<file path="src/frtc_pkg.sv">
package frtc_pkg;
   localparam int unsigned FRTC_CNT_W = 16; // Counter width
   localparam int unsigned FRTC_ADDR_W = 4; // Register bus address width
   localparam int unsigned FRTC_DATA_W = 8; // Register bus data width
   localparam logic [15:0] FRTC_CNT_RELOAD = 16'hfffc; // Reset and reload value
   localparam logic [15:0] FRTC_CNT_MAX = 16'hffff; // Value before rollover
   localparam logic [15:0] FRTC_CAP_RESET = 16'h0000; // Capture value after reset
   // Register byte offsets
   localparam logic [3:0] FRTC_OFS_CTRL_ONE = 4'h0;
   localparam logic [3:0] FRTC_OFS_CTRL_TWO = 4'h1;
   localparam logic [3:0] FRTC_OFS_STATUS = 4'h2;
   localparam logic [3:0] FRTC_OFS_CAP1_HI = 4'h3;
   localparam logic [3:0] FRTC_OFS_CAP1_LO = 4'h4;
   localparam logic [3:0] FRTC_OFS_CAP2_HI = 4'h5;
   localparam logic [3:0] FRTC_OFS_CAP2_LO = 4'h6;
   localparam logic [3:0] FRTC_OFS_CNT_HI = 4'h7;
   localparam logic [3:0] FRTC_OFS_CNT_LO = 4'h8;
   localparam logic [3:0] FRTC_OFS_ALT_HI = 4'h9;
   localparam logic [3:0] FRTC_OFS_ALT_LO = 4'ha;
   // Control one fields
   localparam int unsigned FRTC_C1_EDGE1 = 0; // Capture one edge, 1 = rising
   localparam int unsigned FRTC_C1_OVF_IE = 5; // Overflow interrupt enable
   localparam int unsigned FRTC_C1_CAP_IE = 7; // Capture interrupt enable
   localparam logic [7:0] FRTC_C1_MASK = 8'ha1; // Writable bits
   // Control two fields
   localparam int unsigned FRTC_C2_CLK_LO = 0; // Clock select, two bits
   localparam int unsigned FRTC_C2_EXT_EDGE = 2; // External edge, 1 = rising
   localparam int unsigned FRTC_C2_EDGE2 = 3; // Capture two edge, 1 = rising
   localparam int unsigned FRTC_C2_ONE_PULSE = 4; // One pulse select
   localparam int unsigned FRTC_C2_PWM = 5; // Pwm select
   localparam logic [7:0] FRTC_C2_MASK = 8'h3f; // Writable bits
   // Status fields
   localparam int unsigned FRTC_ST_CAP1 = 7;
   localparam int unsigned FRTC_ST_CAP2 = 6;
   localparam int unsigned FRTC_ST_OVF = 5;
   localparam logic [7:0] FRTC_RESET_BYTE = 8'h00; // Control reset value
   // Clock select codes
   localparam logic [1:0] FRTC_CLK_DIV4 = 2'h0;
   localparam logic [1:0] FRTC_CLK_DIV8 = 2'h1;
   localparam logic [1:0] FRTC_CLK_DIV2 = 2'h2;
   localparam logic [1:0] FRTC_CLK_EXT = 2'h3;
   // Prescaler masks, tick when all masked bits are one
   localparam logic [2:0] FRTC_PRE_DIV2 = 3'h1;
   localparam logic [2:0] FRTC_PRE_DIV4 = 3'h3;
   localparam logic [2:0] FRTC_PRE_DIV8 = 3'h7;
endpackage : frtc_pkg

</file>
<file path="src/frtc_chan_if.sv">
`timescale 1ns/10ps
// Links the top with one capture channel
interface frtc_chan_if;
   logic pin_level; // Synchronised capture pin
   logic edge_rise; // 1 = rising edge active
   logic enable; // Channel may capture
   logic [15:0] count; // Live counter value
   logic status_read; // Status register read pulse
   logic high_read; // Capture high byte read pulse
   logic low_access; // Capture low byte read or write pulse
   logic flag; // Capture flag
   logic [15:0] value; // Captured counter value
   modport owner (output pin_level, edge_rise, enable, count, status_read, high_read,
      low_access, input flag, value);
   modport chan (input pin_level, edge_rise, enable, count, status_read, high_read,
      low_access, output flag, value);
endinterface : frtc_chan_if

</file>
<file path="src/frtc_capture_chan.sv">
`timescale 1ns/10ps
// One input capture channel
module frtc_capture_chan (
   input wire logic clk,
   input wire logic rst_n,
   frtc_chan_if.chan ch
);
   import frtc_pkg::*;
   logic pin_prev; // Last synchronised level
   logic active_edge; // Selected transition seen
   logic blocked; // High byte read, low not yet
   logic clear_armed; // Status read saw flag set
   logic fire; // Capture this cycle

   // Edge detect on the already synchronised level
   always_ff @(posedge clk or negedge rst_n) begin
      if (!rst_n) pin_prev <= 1'b0;
      else pin_prev <= ch.pin_level;
   end

   assign active_edge = ch.edge_rise ? (ch.pin_level & ~pin_prev)
                                     : (~ch.pin_level & pin_prev);
   assign fire = active_edge & ch.enable & ~blocked;

   // High read freezes the channel until the low byte is read or written
   always_ff @(posedge clk or negedge rst_n) begin
      if (!rst_n) blocked <= 1'b0;
      else if (ch.high_read) blocked <= 1'b1;
      else if (ch.low_access) blocked <= 1'b0;
   end

   // Latest event overwrites while the channel is enabled and not blocked
   always_ff @(posedge clk or negedge rst_n) begin
      if (!rst_n) ch.value <= FRTC_CAP_RESET;
      else if (fire) ch.value <= ch.count;
   end

   // First clearing step remembered until a low access
   always_ff @(posedge clk or negedge rst_n) begin
      if (!rst_n) clear_armed <= 1'b0;
      else if (ch.low_access) clear_armed <= 1'b0;
      else if (ch.status_read && ch.flag) clear_armed <= 1'b1;
   end

   // Set wins over a clear in the same cycle
   always_ff @(posedge clk or negedge rst_n) begin
      if (!rst_n) ch.flag <= 1'b0;
      else if (fire) ch.flag <= 1'b1;
      else if (ch.low_access && clear_armed) ch.flag <= 1'b0;
   end
endmodule : frtc_capture_chan

</file>
<file path="src/frtc_top.sv">
`timescale 1ns/10ps
// Free-running timer with two input capture channels
module frtc_top #(
   parameter bit REDUCED = 1'b0 // Drops the second capture channel
) (
   input wire logic clk,
   input wire logic rst_n,
   input wire logic [frtc_pkg::FRTC_ADDR_W-1:0] reg_addr,
   input wire logic [frtc_pkg::FRTC_DATA_W-1:0] reg_wdata,
   input wire logic reg_wr,
   input wire logic reg_rd,
   output logic [frtc_pkg::FRTC_DATA_W-1:0] reg_rdata,
   input wire logic cpu_irq_mask,
   input wire logic halt_mode,
   input wire logic ext_clock_pin,
   input wire logic capture_pin_one,
   input wire logic capture_pin_two,
   output logic timer_irq,
   output logic [frtc_pkg::FRTC_CNT_W-1:0] counter_value,
   output logic one_pulse_active
);
   import frtc_pkg::*;

   // Control and configuration
   logic [7:0] timer_control_one; // Interrupt enables, edge one
   logic [7:0] timer_control_two; // Clock select, modes, edge two
   logic [1:0] clock_select_field; // Counter clock source
   logic ext_clock_edge_select; // 1 = rising external edge counts
   logic overflow_irq_enable; // Overflow interrupt enable
   logic capture_irq_enable; // Shared capture interrupt enable
   logic one_pulse_select; // One pulse mode
   logic pwm_select; // Pwm mode

   // Counter state
   logic [15:0] next_count; // Next counter value
   logic [2:0] prescale; // Cpu clock divider
   logic [2:0] pre_mask; // Selected divider mask
   logic tick; // Counter advance this cycle
   logic overflow_flag; // Sticky rollover flag
   logic ovf_clear_armed; // Status read saw overflow set

   // Byte buffers for the two counter views
   logic [7:0] cnt_low_buf; // Main view low byte buffer
   logic cnt_buf_valid; // Main view sequence open
   logic [7:0] alt_low_buf; // Alternate view low byte buffer
   logic alt_buf_valid; // Alternate view sequence open

   // Pin synchronisers, three bits side by side
   logic [2:0] sync_a; // First stage, read only by sync_b
   logic [2:0] sync_b; // Second stage, safe to use
   logic ext_prev; // Last external level
   logic ext_tick; // Selected external edge

   // Decoded bus strobes
   logic wr_ctrl_one;
   logic wr_ctrl_two;
   logic rd_status;
   logic acc_cnt_lo;
   logic acc_alt_lo;
   logic rd_cnt_hi;
   logic rd_cnt_lo;
   logic rd_alt_hi;
   logic rd_alt_lo;
   logic rd_cap1_hi;
   logic acc_cap1_lo;
   logic rd_cap2_hi;
   logic acc_cap2_lo;
   logic [7:0] next_rdata; // Read data before the register
   logic [7:0] status_byte; // Assembled status

   // Channel links
   frtc_chan_if cap_one ();
   frtc_chan_if cap_two ();

   // Field extraction
   assign clock_select_field = timer_control_two[FRTC_C2_CLK_LO +: 2];
   assign ext_clock_edge_select = timer_control_two[FRTC_C2_EXT_EDGE];
   assign one_pulse_select = timer_control_two[FRTC_C2_ONE_PULSE];
   assign pwm_select = timer_control_two[FRTC_C2_PWM];
   assign overflow_irq_enable = timer_control_one[FRTC_C1_OVF_IE];
   assign capture_irq_enable = timer_control_one[FRTC_C1_CAP_IE];
   assign one_pulse_active = one_pulse_select | pwm_select;

   // Address decode, each strobe a single cycle
   assign wr_ctrl_one = reg_wr && (reg_addr == FRTC_OFS_CTRL_ONE);
   assign wr_ctrl_two = reg_wr && (reg_addr == FRTC_OFS_CTRL_TWO);
   assign rd_status = reg_rd && (reg_addr == FRTC_OFS_STATUS);
   assign rd_cnt_hi = reg_rd && (reg_addr == FRTC_OFS_CNT_HI);
   assign rd_cnt_lo = reg_rd && (reg_addr == FRTC_OFS_CNT_LO);
   assign rd_alt_hi = reg_rd && (reg_addr == FRTC_OFS_ALT_HI);
   assign rd_alt_lo = reg_rd && (reg_addr == FRTC_OFS_ALT_LO);
   // Low byte access means read or write
   assign acc_cnt_lo = (reg_rd || reg_wr) && (reg_addr == FRTC_OFS_CNT_LO);
   assign acc_alt_lo = (reg_rd || reg_wr) && (reg_addr == FRTC_OFS_ALT_LO);
   assign rd_cap1_hi = reg_rd && (reg_addr == FRTC_OFS_CAP1_HI);
   assign acc_cap1_lo = (reg_rd || reg_wr) && (reg_addr == FRTC_OFS_CAP1_LO);
   assign rd_cap2_hi = reg_rd && (reg_addr == FRTC_OFS_CAP2_HI);
   assign acc_cap2_lo = (reg_rd || reg_wr) && (reg_addr == FRTC_OFS_CAP2_LO);

   // Control one, reserved bits kept at zero
   always_ff @(posedge clk or negedge rst_n) begin
      if (!rst_n) timer_control_one <= FRTC_RESET_BYTE;
      else if (wr_ctrl_one) timer_control_one <= reg_wdata & FRTC_C1_MASK;
   end

   // Control two, reserved bits kept at zero
   always_ff @(posedge clk or negedge rst_n) begin
      if (!rst_n) timer_control_two <= FRTC_RESET_BYTE;
      else if (wr_ctrl_two) timer_control_two <= reg_wdata & FRTC_C2_MASK;
   end

   // Two-flop synchronisers for every pin input
   always_ff @(posedge clk or negedge rst_n) begin
      if (!rst_n) begin
         sync_a <= 3'h0;
         sync_b <= 3'h0;
      end else begin
         sync_a <= {ext_clock_pin, capture_pin_two, capture_pin_one};
         sync_b <= sync_a;
      end
   end

   // External edge detector on the synchronised level
   always_ff @(posedge clk or negedge rst_n) begin
      if (!rst_n) ext_prev <= 1'b0;
      else ext_prev <= sync_b[2];
   end

   // Sampling limits the pin to well under a quarter of clk
   assign ext_tick = ext_clock_edge_select ? (sync_b[2] & ~ext_prev)
                                           : (~sync_b[2] & ext_prev);

   // Divider mask per select code
   always_comb begin
      pre_mask = FRTC_PRE_DIV4;
      case (clock_select_field)
         FRTC_CLK_DIV4: pre_mask = FRTC_PRE_DIV4;
         FRTC_CLK_DIV8: pre_mask = FRTC_PRE_DIV8;
         FRTC_CLK_DIV2: pre_mask = FRTC_PRE_DIV2;
         default: pre_mask = FRTC_PRE_DIV4;
      endcase
   end

   // Free prescaler, frozen with the counter in halt
   always_ff @(posedge clk or negedge rst_n) begin
      if (!rst_n) prescale <= 3'h0;
      else if (!halt_mode) prescale <= prescale + 3'h1;
   end

   // Tick source: divided cpu clock or external edge
   always_comb begin
      if (halt_mode) tick = 1'b0;
      else if (clock_select_field == FRTC_CLK_EXT) tick = ext_tick;
      else tick = ((prescale & pre_mask) == pre_mask);
   end

   // Next counter value, reload has priority over counting
   always_comb begin
      next_count = counter_value;
      if ((reg_wr && (reg_addr == FRTC_OFS_CNT_LO)) ||
          (reg_wr && (reg_addr == FRTC_OFS_ALT_LO))) begin
         next_count = FRTC_CNT_RELOAD;
      end else if (tick) begin
         next_count = counter_value + 16'h0001;
      end
   end

   // Counter register
   always_ff @(posedge clk or negedge rst_n) begin
      if (!rst_n) counter_value <= FRTC_CNT_RELOAD;
      else counter_value <= next_count;
   end

   // Overflow clear step one, only the main low byte ends it
   always_ff @(posedge clk or negedge rst_n) begin
      if (!rst_n) ovf_clear_armed <= 1'b0;
      else if (acc_cnt_lo) ovf_clear_armed <= 1'b0;
      else if (rd_status && overflow_flag) ovf_clear_armed <= 1'b1;
   end

   // Overflow flag, a rollover beats a clear in the same cycle
   always_ff @(posedge clk or negedge rst_n) begin
      if (!rst_n) begin
         overflow_flag <= 1'b0;
      end else if (tick && (counter_value == FRTC_CNT_MAX)) begin
         overflow_flag <= 1'b1;
      end else if (acc_cnt_lo && ovf_clear_armed) begin
         overflow_flag <= 1'b0;
      end
   end

   // Main view buffer, repeated high reads keep the first snapshot
   always_ff @(posedge clk or negedge rst_n) begin
      if (!rst_n) begin
         cnt_low_buf <= 8'h00;
         cnt_buf_valid <= 1'b0;
      end else if (rd_cnt_hi && !cnt_buf_valid) begin
         cnt_low_buf <= counter_value[7:0];
         cnt_buf_valid <= 1'b1;
      end else if (rd_cnt_lo) begin
         cnt_buf_valid <= 1'b0;
      end
   end

   // Alternate view buffer, same behaviour
   always_ff @(posedge clk or negedge rst_n) begin
      if (!rst_n) begin
         alt_low_buf <= 8'h00;
         alt_buf_valid <= 1'b0;
      end else if (rd_alt_hi && !alt_buf_valid) begin
         alt_low_buf <= counter_value[7:0];
         alt_buf_valid <= 1'b1;
      end else if (rd_alt_lo) begin
         alt_buf_valid <= 1'b0;
      end
   end

   // Capture channel one, given up to the pulse modes
   assign cap_one.pin_level = sync_b[0];
   assign cap_one.edge_rise = timer_control_one[FRTC_C1_EDGE1];
   assign cap_one.enable = ~one_pulse_active;
   assign cap_one.count = counter_value;
   assign cap_one.status_read = rd_status;
   assign cap_one.high_read = rd_cap1_hi;
   assign cap_one.low_access = acc_cap1_lo;

   // Capture channel two, absent in the reduced variant
   assign cap_two.pin_level = sync_b[1];
   assign cap_two.edge_rise = timer_control_two[FRTC_C2_EDGE2];
   assign cap_two.enable = ~REDUCED;
   assign cap_two.count = counter_value;
   assign cap_two.status_read = rd_status;
   assign cap_two.high_read = rd_cap2_hi;
   assign cap_two.low_access = acc_cap2_lo;

   frtc_capture_chan u_cap_one (
      .clk(clk),
      .rst_n(rst_n),
      .ch(cap_one)
   );

   frtc_capture_chan u_cap_two (
      .clk(clk),
      .rst_n(rst_n),
      .ch(cap_two)
   );

   // Status byte, unused bits read zero
   always_comb begin
      status_byte = 8'h00;
      status_byte[FRTC_ST_CAP1] = cap_one.flag;
      status_byte[FRTC_ST_CAP2] = cap_two.flag & ~REDUCED;
      status_byte[FRTC_ST_OVF] = overflow_flag;
   end

   // Read mux, unmapped addresses return zero
   always_comb begin
      next_rdata = 8'h00;
      case (reg_addr)
         FRTC_OFS_CTRL_ONE: next_rdata = timer_control_one;
         FRTC_OFS_CTRL_TWO: next_rdata = timer_control_two;
         FRTC_OFS_STATUS: next_rdata = status_byte;
         FRTC_OFS_CAP1_HI: next_rdata = cap_one.value[15:8];
         FRTC_OFS_CAP1_LO: next_rdata = cap_one.value[7:0];
         // Second capture reads zero when the channel is absent
         FRTC_OFS_CAP2_HI: next_rdata = REDUCED ? 8'h00 : cap_two.value[15:8];
         FRTC_OFS_CAP2_LO: next_rdata = REDUCED ? 8'h00 : cap_two.value[7:0];
         FRTC_OFS_CNT_HI: next_rdata = counter_value[15:8];
         // Buffered low byte during a sequence, live afterwards
         FRTC_OFS_CNT_LO: next_rdata = cnt_buf_valid ? cnt_low_buf : counter_value[7:0];
         FRTC_OFS_ALT_HI: next_rdata = counter_value[15:8];
         FRTC_OFS_ALT_LO: next_rdata = alt_buf_valid ? alt_low_buf : counter_value[7:0];
         default: next_rdata = 8'h00;
      endcase
   end

   // Read data stand one cycle after the strobe, zero otherwise
   always_ff @(posedge clk or negedge rst_n) begin
      if (!rst_n) reg_rdata <= 8'h00;
      else if (reg_rd) reg_rdata <= next_rdata;
      else reg_rdata <= 8'h00;
   end

   // Requests stay pending in the flags while masked or disabled
   assign timer_irq = ~cpu_irq_mask &
                      ((overflow_flag & overflow_irq_enable) |
                       ((cap_one.flag | (cap_two.flag & ~REDUCED)) & capture_irq_enable));
endmodule : frtc_top

</file>
<file path="config.mk">
export PLATFORM = sky130hd
export DESIGN_NAME = frtc_top
export DESIGN_NICKNAME = d
export VERILOG_FILES = /design/src/frtc_pkg.sv /design/src/frtc_chan_if.sv /design/src/frtc_capture_chan.sv /design/src/frtc_top.sv
export SDC_FILE = /design/constraint.sdc
export NUM_CORES = 1
export LEC_CHECK = 0
export BUFFER_PORTS_ARGS = -buffer_cell sky130_fd_sc_hd__buf_2
export CORE_MARGIN = 2
export CORE_UTILIZATION = 45
export DETAILED_ROUTE_END_ITERATION = 16
export PLACE_DENSITY = 0.65
export SLEW_MARGIN = 20
export SYNTH_ARGS = -nofsm -noshare
export SYNTH_HDL_FRONTEND = slang
export SYNTH_HIERARCHICAL = 1
export SYNTH_SLANG_ARGS = --single-unit
</file>
<file path="constraint.sdc">
create_clock -name clk -period 3.75 [get_ports clk]
set_input_delay 0.375 -clock clk [delete_from_list [all_inputs] [get_ports clk]]
set_output_delay 0.375 -clock clk [all_outputs]
set_load 0.05 [all_outputs]
</file>
==> results.py <==
metrics = {
    "outcome": {
        "status": "finished clean",
    },
    "drt": {
        "vias": 4736,
        "drc_errors": 0,
        "drtPass1Iterations": 5,
        "wl_per_cell_um": 23.2,
        "dr.first_iter.drc_count": 457,
        "antenna_left": 0,
        "post_drt_via_cell_ratio": 6.63,
        "wl_mm": 16.6,
    },
    "worst_setup_path": {
        "end_kind": "flop",
        "crit_buf_inv": 0,
        "critPathMaxStageDelay_ns": 0.53,
        "critical_path_arrival_ns": 2.48,
        "cp_max_fo": 13,
        "critPathTopFamily": "simple AND/OR/NAND/NOR gates",
        "worstPathCellList": "a21oi_1 -> or2_0 -> or3_4 -> or4_1 -> nand3_1",
        "slowest_stage": "or3_4",
        "startpoint_type": "flop",
        "required_ns": 4.03,
        "crit_type": "reg2reg",
    },
    "die": {
        "io_pins": 47,
        "core_sq_um": 12500,
        "die_h_um": 117,
        "fp.dieArea_sq_um": 13600,
        "core.rowCount": 41,
        "initial_utilization": 0.456,
        "die_w_um": 117,
    },
    "global_routing": {
        "grt_pass1_vias": 4461,
        "overflow": 0,
        "track_usage": 0.253,
        "grt_first_pass_wirelength_mm": 25.9,
        "grt_start_max_net_pins": 72,
        "antenna_found_initial": 1,
    },
    "clock_tree": {
        "worstSkewPairLatency_ns": 0.36,
        "path_clk_slew_ns": 0.07,
        "cts.path.max_buffers": 2,
        "cts_hold_buf": 0,
        "cts_buffers": 9,
        "cts_resized": 0,
        "h-tree-depth": 3,
        "post_cts_buffers": 0,
        "cts_root_buf": "clkbuf_16",
        "cts_sinks": 103,
        "cts_tree": "done",
    },
    "power": {
        "p_int_uw": 2750,
        "p_per_area_nw_per_um2": 749,
        "clkPwrFrac": 0.224,
        "power_frac_comb": 0.321,
        "p_seq_frac": 0.455,
        "p_leak_uw": 0.00245,
        "netSwitchingPower_uw": 1940,
        "peakVddDrop_uv": 316,
        "switching_share": 0.413,
    },
    "hold_path": {
        "holdCritPathClass": "in2reg",
    },
    "place": {
        "port_buffers": 45,
        "place.gp.congestion": 0.926,
        "place.detailed.hpwl_mm": 10.8,
        "dp_cells": 697,
    },
    "logic_synthesis": {
        "syn_avg_cell_area_sq_um": 10.8,
        "synth_top_area_frac": 0.390,
        "syn_area_sq_um": 5710,
        "async_flop_share": 1.00,
        "synth-main-ff-cell": "dfrtp_1",
        "synth_top_area_cell": "dfrtp_1",
        "yosys_warnings": 6,
        "synth_area_leaders": "dfrtp_1 (39%), a32o_1 (11%), dfstp_2 (6.4%)",
        "ys_seq_elements": 103,
        "synth-seq-area-share": 0.454,
        "ys_types": 59,
        "synth_nets": 550,
        "synth_cells": 527,
        "synth_edf_count": 0,
    },
    "final_layout": {
        "final_cell_mix": "dfrtp_1 (89), a32o_1 (64), buf_2 (44)",
        "multi_input_area_sq_um": 2850,
        "ff_latch_area_sq_um": 2590,
        "n_fill_cell": 1157,
        "layout.cells.non_filler": 714,
        "final_common_cell": "dfrtp_1",
        "syn2layout_area_growth_pct": 9.66,
        "layout-drive-gt1-share": 0.218,
        "nNetsFinal": 559,
    },
    "run": {
        "drv_cap": 0,
    },
    "timing": {
        "max_freq_mhz": 455,
        "rsz0062_at_grt": "false",
        "setup-tns-final_ns": 0,
        "finalCritPeriodShare": 0.585,
        "hold_violations": 0,
        "drv_slew": 0,
        "finalSetupViolCount": 0,
        "worst_slew_pin_slew_ns": 0.907,
        "max_slew_margin": 0.395,
        "fin_worst_skew_ns": 0.0102,
        "period_needed_ns": 2.20,
    },
}
-- worst reg2reg max path: stages, from the launching register on --
cell and delay [ns]:
dfrtp_1 0.49, a21oi_1 0.10, or2_0 0.38, or3_4 0.53, or4_1 0.53, nand3_1 0.10
-- registers in the layout, summed over array words and instances, names as in the netlist, 3 cells and up --
register,flops
sync_b,3
counter_value,16
timer_control_one,3
u_cap_two/ch.value,16
reg_rdata,8
prescale,3
u_cap_one/ch.value,16
sync_a,3
alt_low_buf,8
cnt_low_buf,8
timer_control_two,6
-- synthesized netlist by cell type, drive strengths merged (2+ instances only) --
cell	instances
a211oi	4
a21o	2
a21oi	14
a221o	32
a221oi	4
a22oi	5
a31oi	3
a32o	64
and2	3
and3	5
and3b	3
buf	17
clkbuf	32
dfrtp	89
dfstp	14
dlygate4sd1	2
ha	2
inv	4
mux2	26
mux2i	24
nand2	41
nand2b	5
nand3	15
nand4	3
nor2	15
nor2b	17
nor3	4
nor3b	3
nor4	10
nor4b	3
o21ai	17
o22ai	6
o2bb2ai	2
o31ai	5
or2	2
or3	3
or4	4
xnor2	11
-- cell type report --
class | count | area share
Timing Repair Buffer | 49 | 0.0412
Inverter | 4 | 0.00240
Multi-Input combinational cell | 369 | 0.454
Sequential cell | 103 | 0.414
Antenna cell | 1 | 0.000400
Clock buffer | 10 | 0.0382
Tap cell | 172 | 0.0344
Clock inverter | 6 | 0.0148
-- layer usage --
layer	vias up	routed length [um]	GRT usage
met5	-	0	0
met4	0	398	0.0894
met3	24	1140	0.0519
met2	213	7760	0.385
met1	2395	7290	0.361
li1	2104	-	-
-- cells by family after synthesis --
logic type | Yosys count | synth area share
compound gates | 165 | 0.247
simple gates | 139 | 0.131
flops | 103 | 0.454
buf+inv | 55 | 0.0504
mux | 50 | 0.0933
xor+xnor | 12 | 0.0184
fa+ha+maj | 2 | 0.00438
other cells | 1 | 0.000657
-- power by group through the flow --
| stage | Combinational, uW | Clock [uW] | Sequential [uW] |
|---|---|---|---|
| after detailed placement | 1490 | 0 | 2130 |
| after CTS | 1500 | 1060 | 2110 |
| after global placement | 1450 | 0 | 2110 |
| after global routing | 1630 | 1110 | 2180 |
| final | 1510 | 1050 | 2130 |
| after floorplan | 1020 | 0 | 2090 |
-- final timing paths --
check	start	to	slack [ns]	cells after the start
min in group asynchronous	rst_n	cnt_low_buf[0]$_DFFE_PN0P_	0.15	1
max in group asynchronous	rst_n	counter_value[14]$_DFFE_PN1P_	2.75	2
max reg2reg	timer_control_two[1]$_DFFE_PN0P_	counter_value[15]$_DFFE_PN1P_	1.55	5
min reg2reg	sync_a[0]$_DFF_PN0_	sync_b[0]$_DFF_PN0_	0.35	0
max	timer_control_two[1]$_DFFE_PN0P_	counter_value[15]$_DFFE_PN1P_	1.55	5
min	capture_pin_one	sync_a[0]$_DFF_PN0_	0.12	1
-- metrics by stage --
stage	utilization	cell area (sq um)	worst slack (ns)	total power (uW)	hold WS (ns)
2_1_floorplan	-	5710	1.60	3100	0.0794
3_5_place_dp	0.473	5920	1.42	3620	0.338
3_3_place_gp	0.473	5920	1.46	3560	0.334
5_1_grt	0.500	6260	1.47	4910	0.112
4_1_cts	0.500	6250	1.40	4670	0.114
6_report	0.500	6260	1.55	4690	0.119
(Power assumes the default switching activity.)
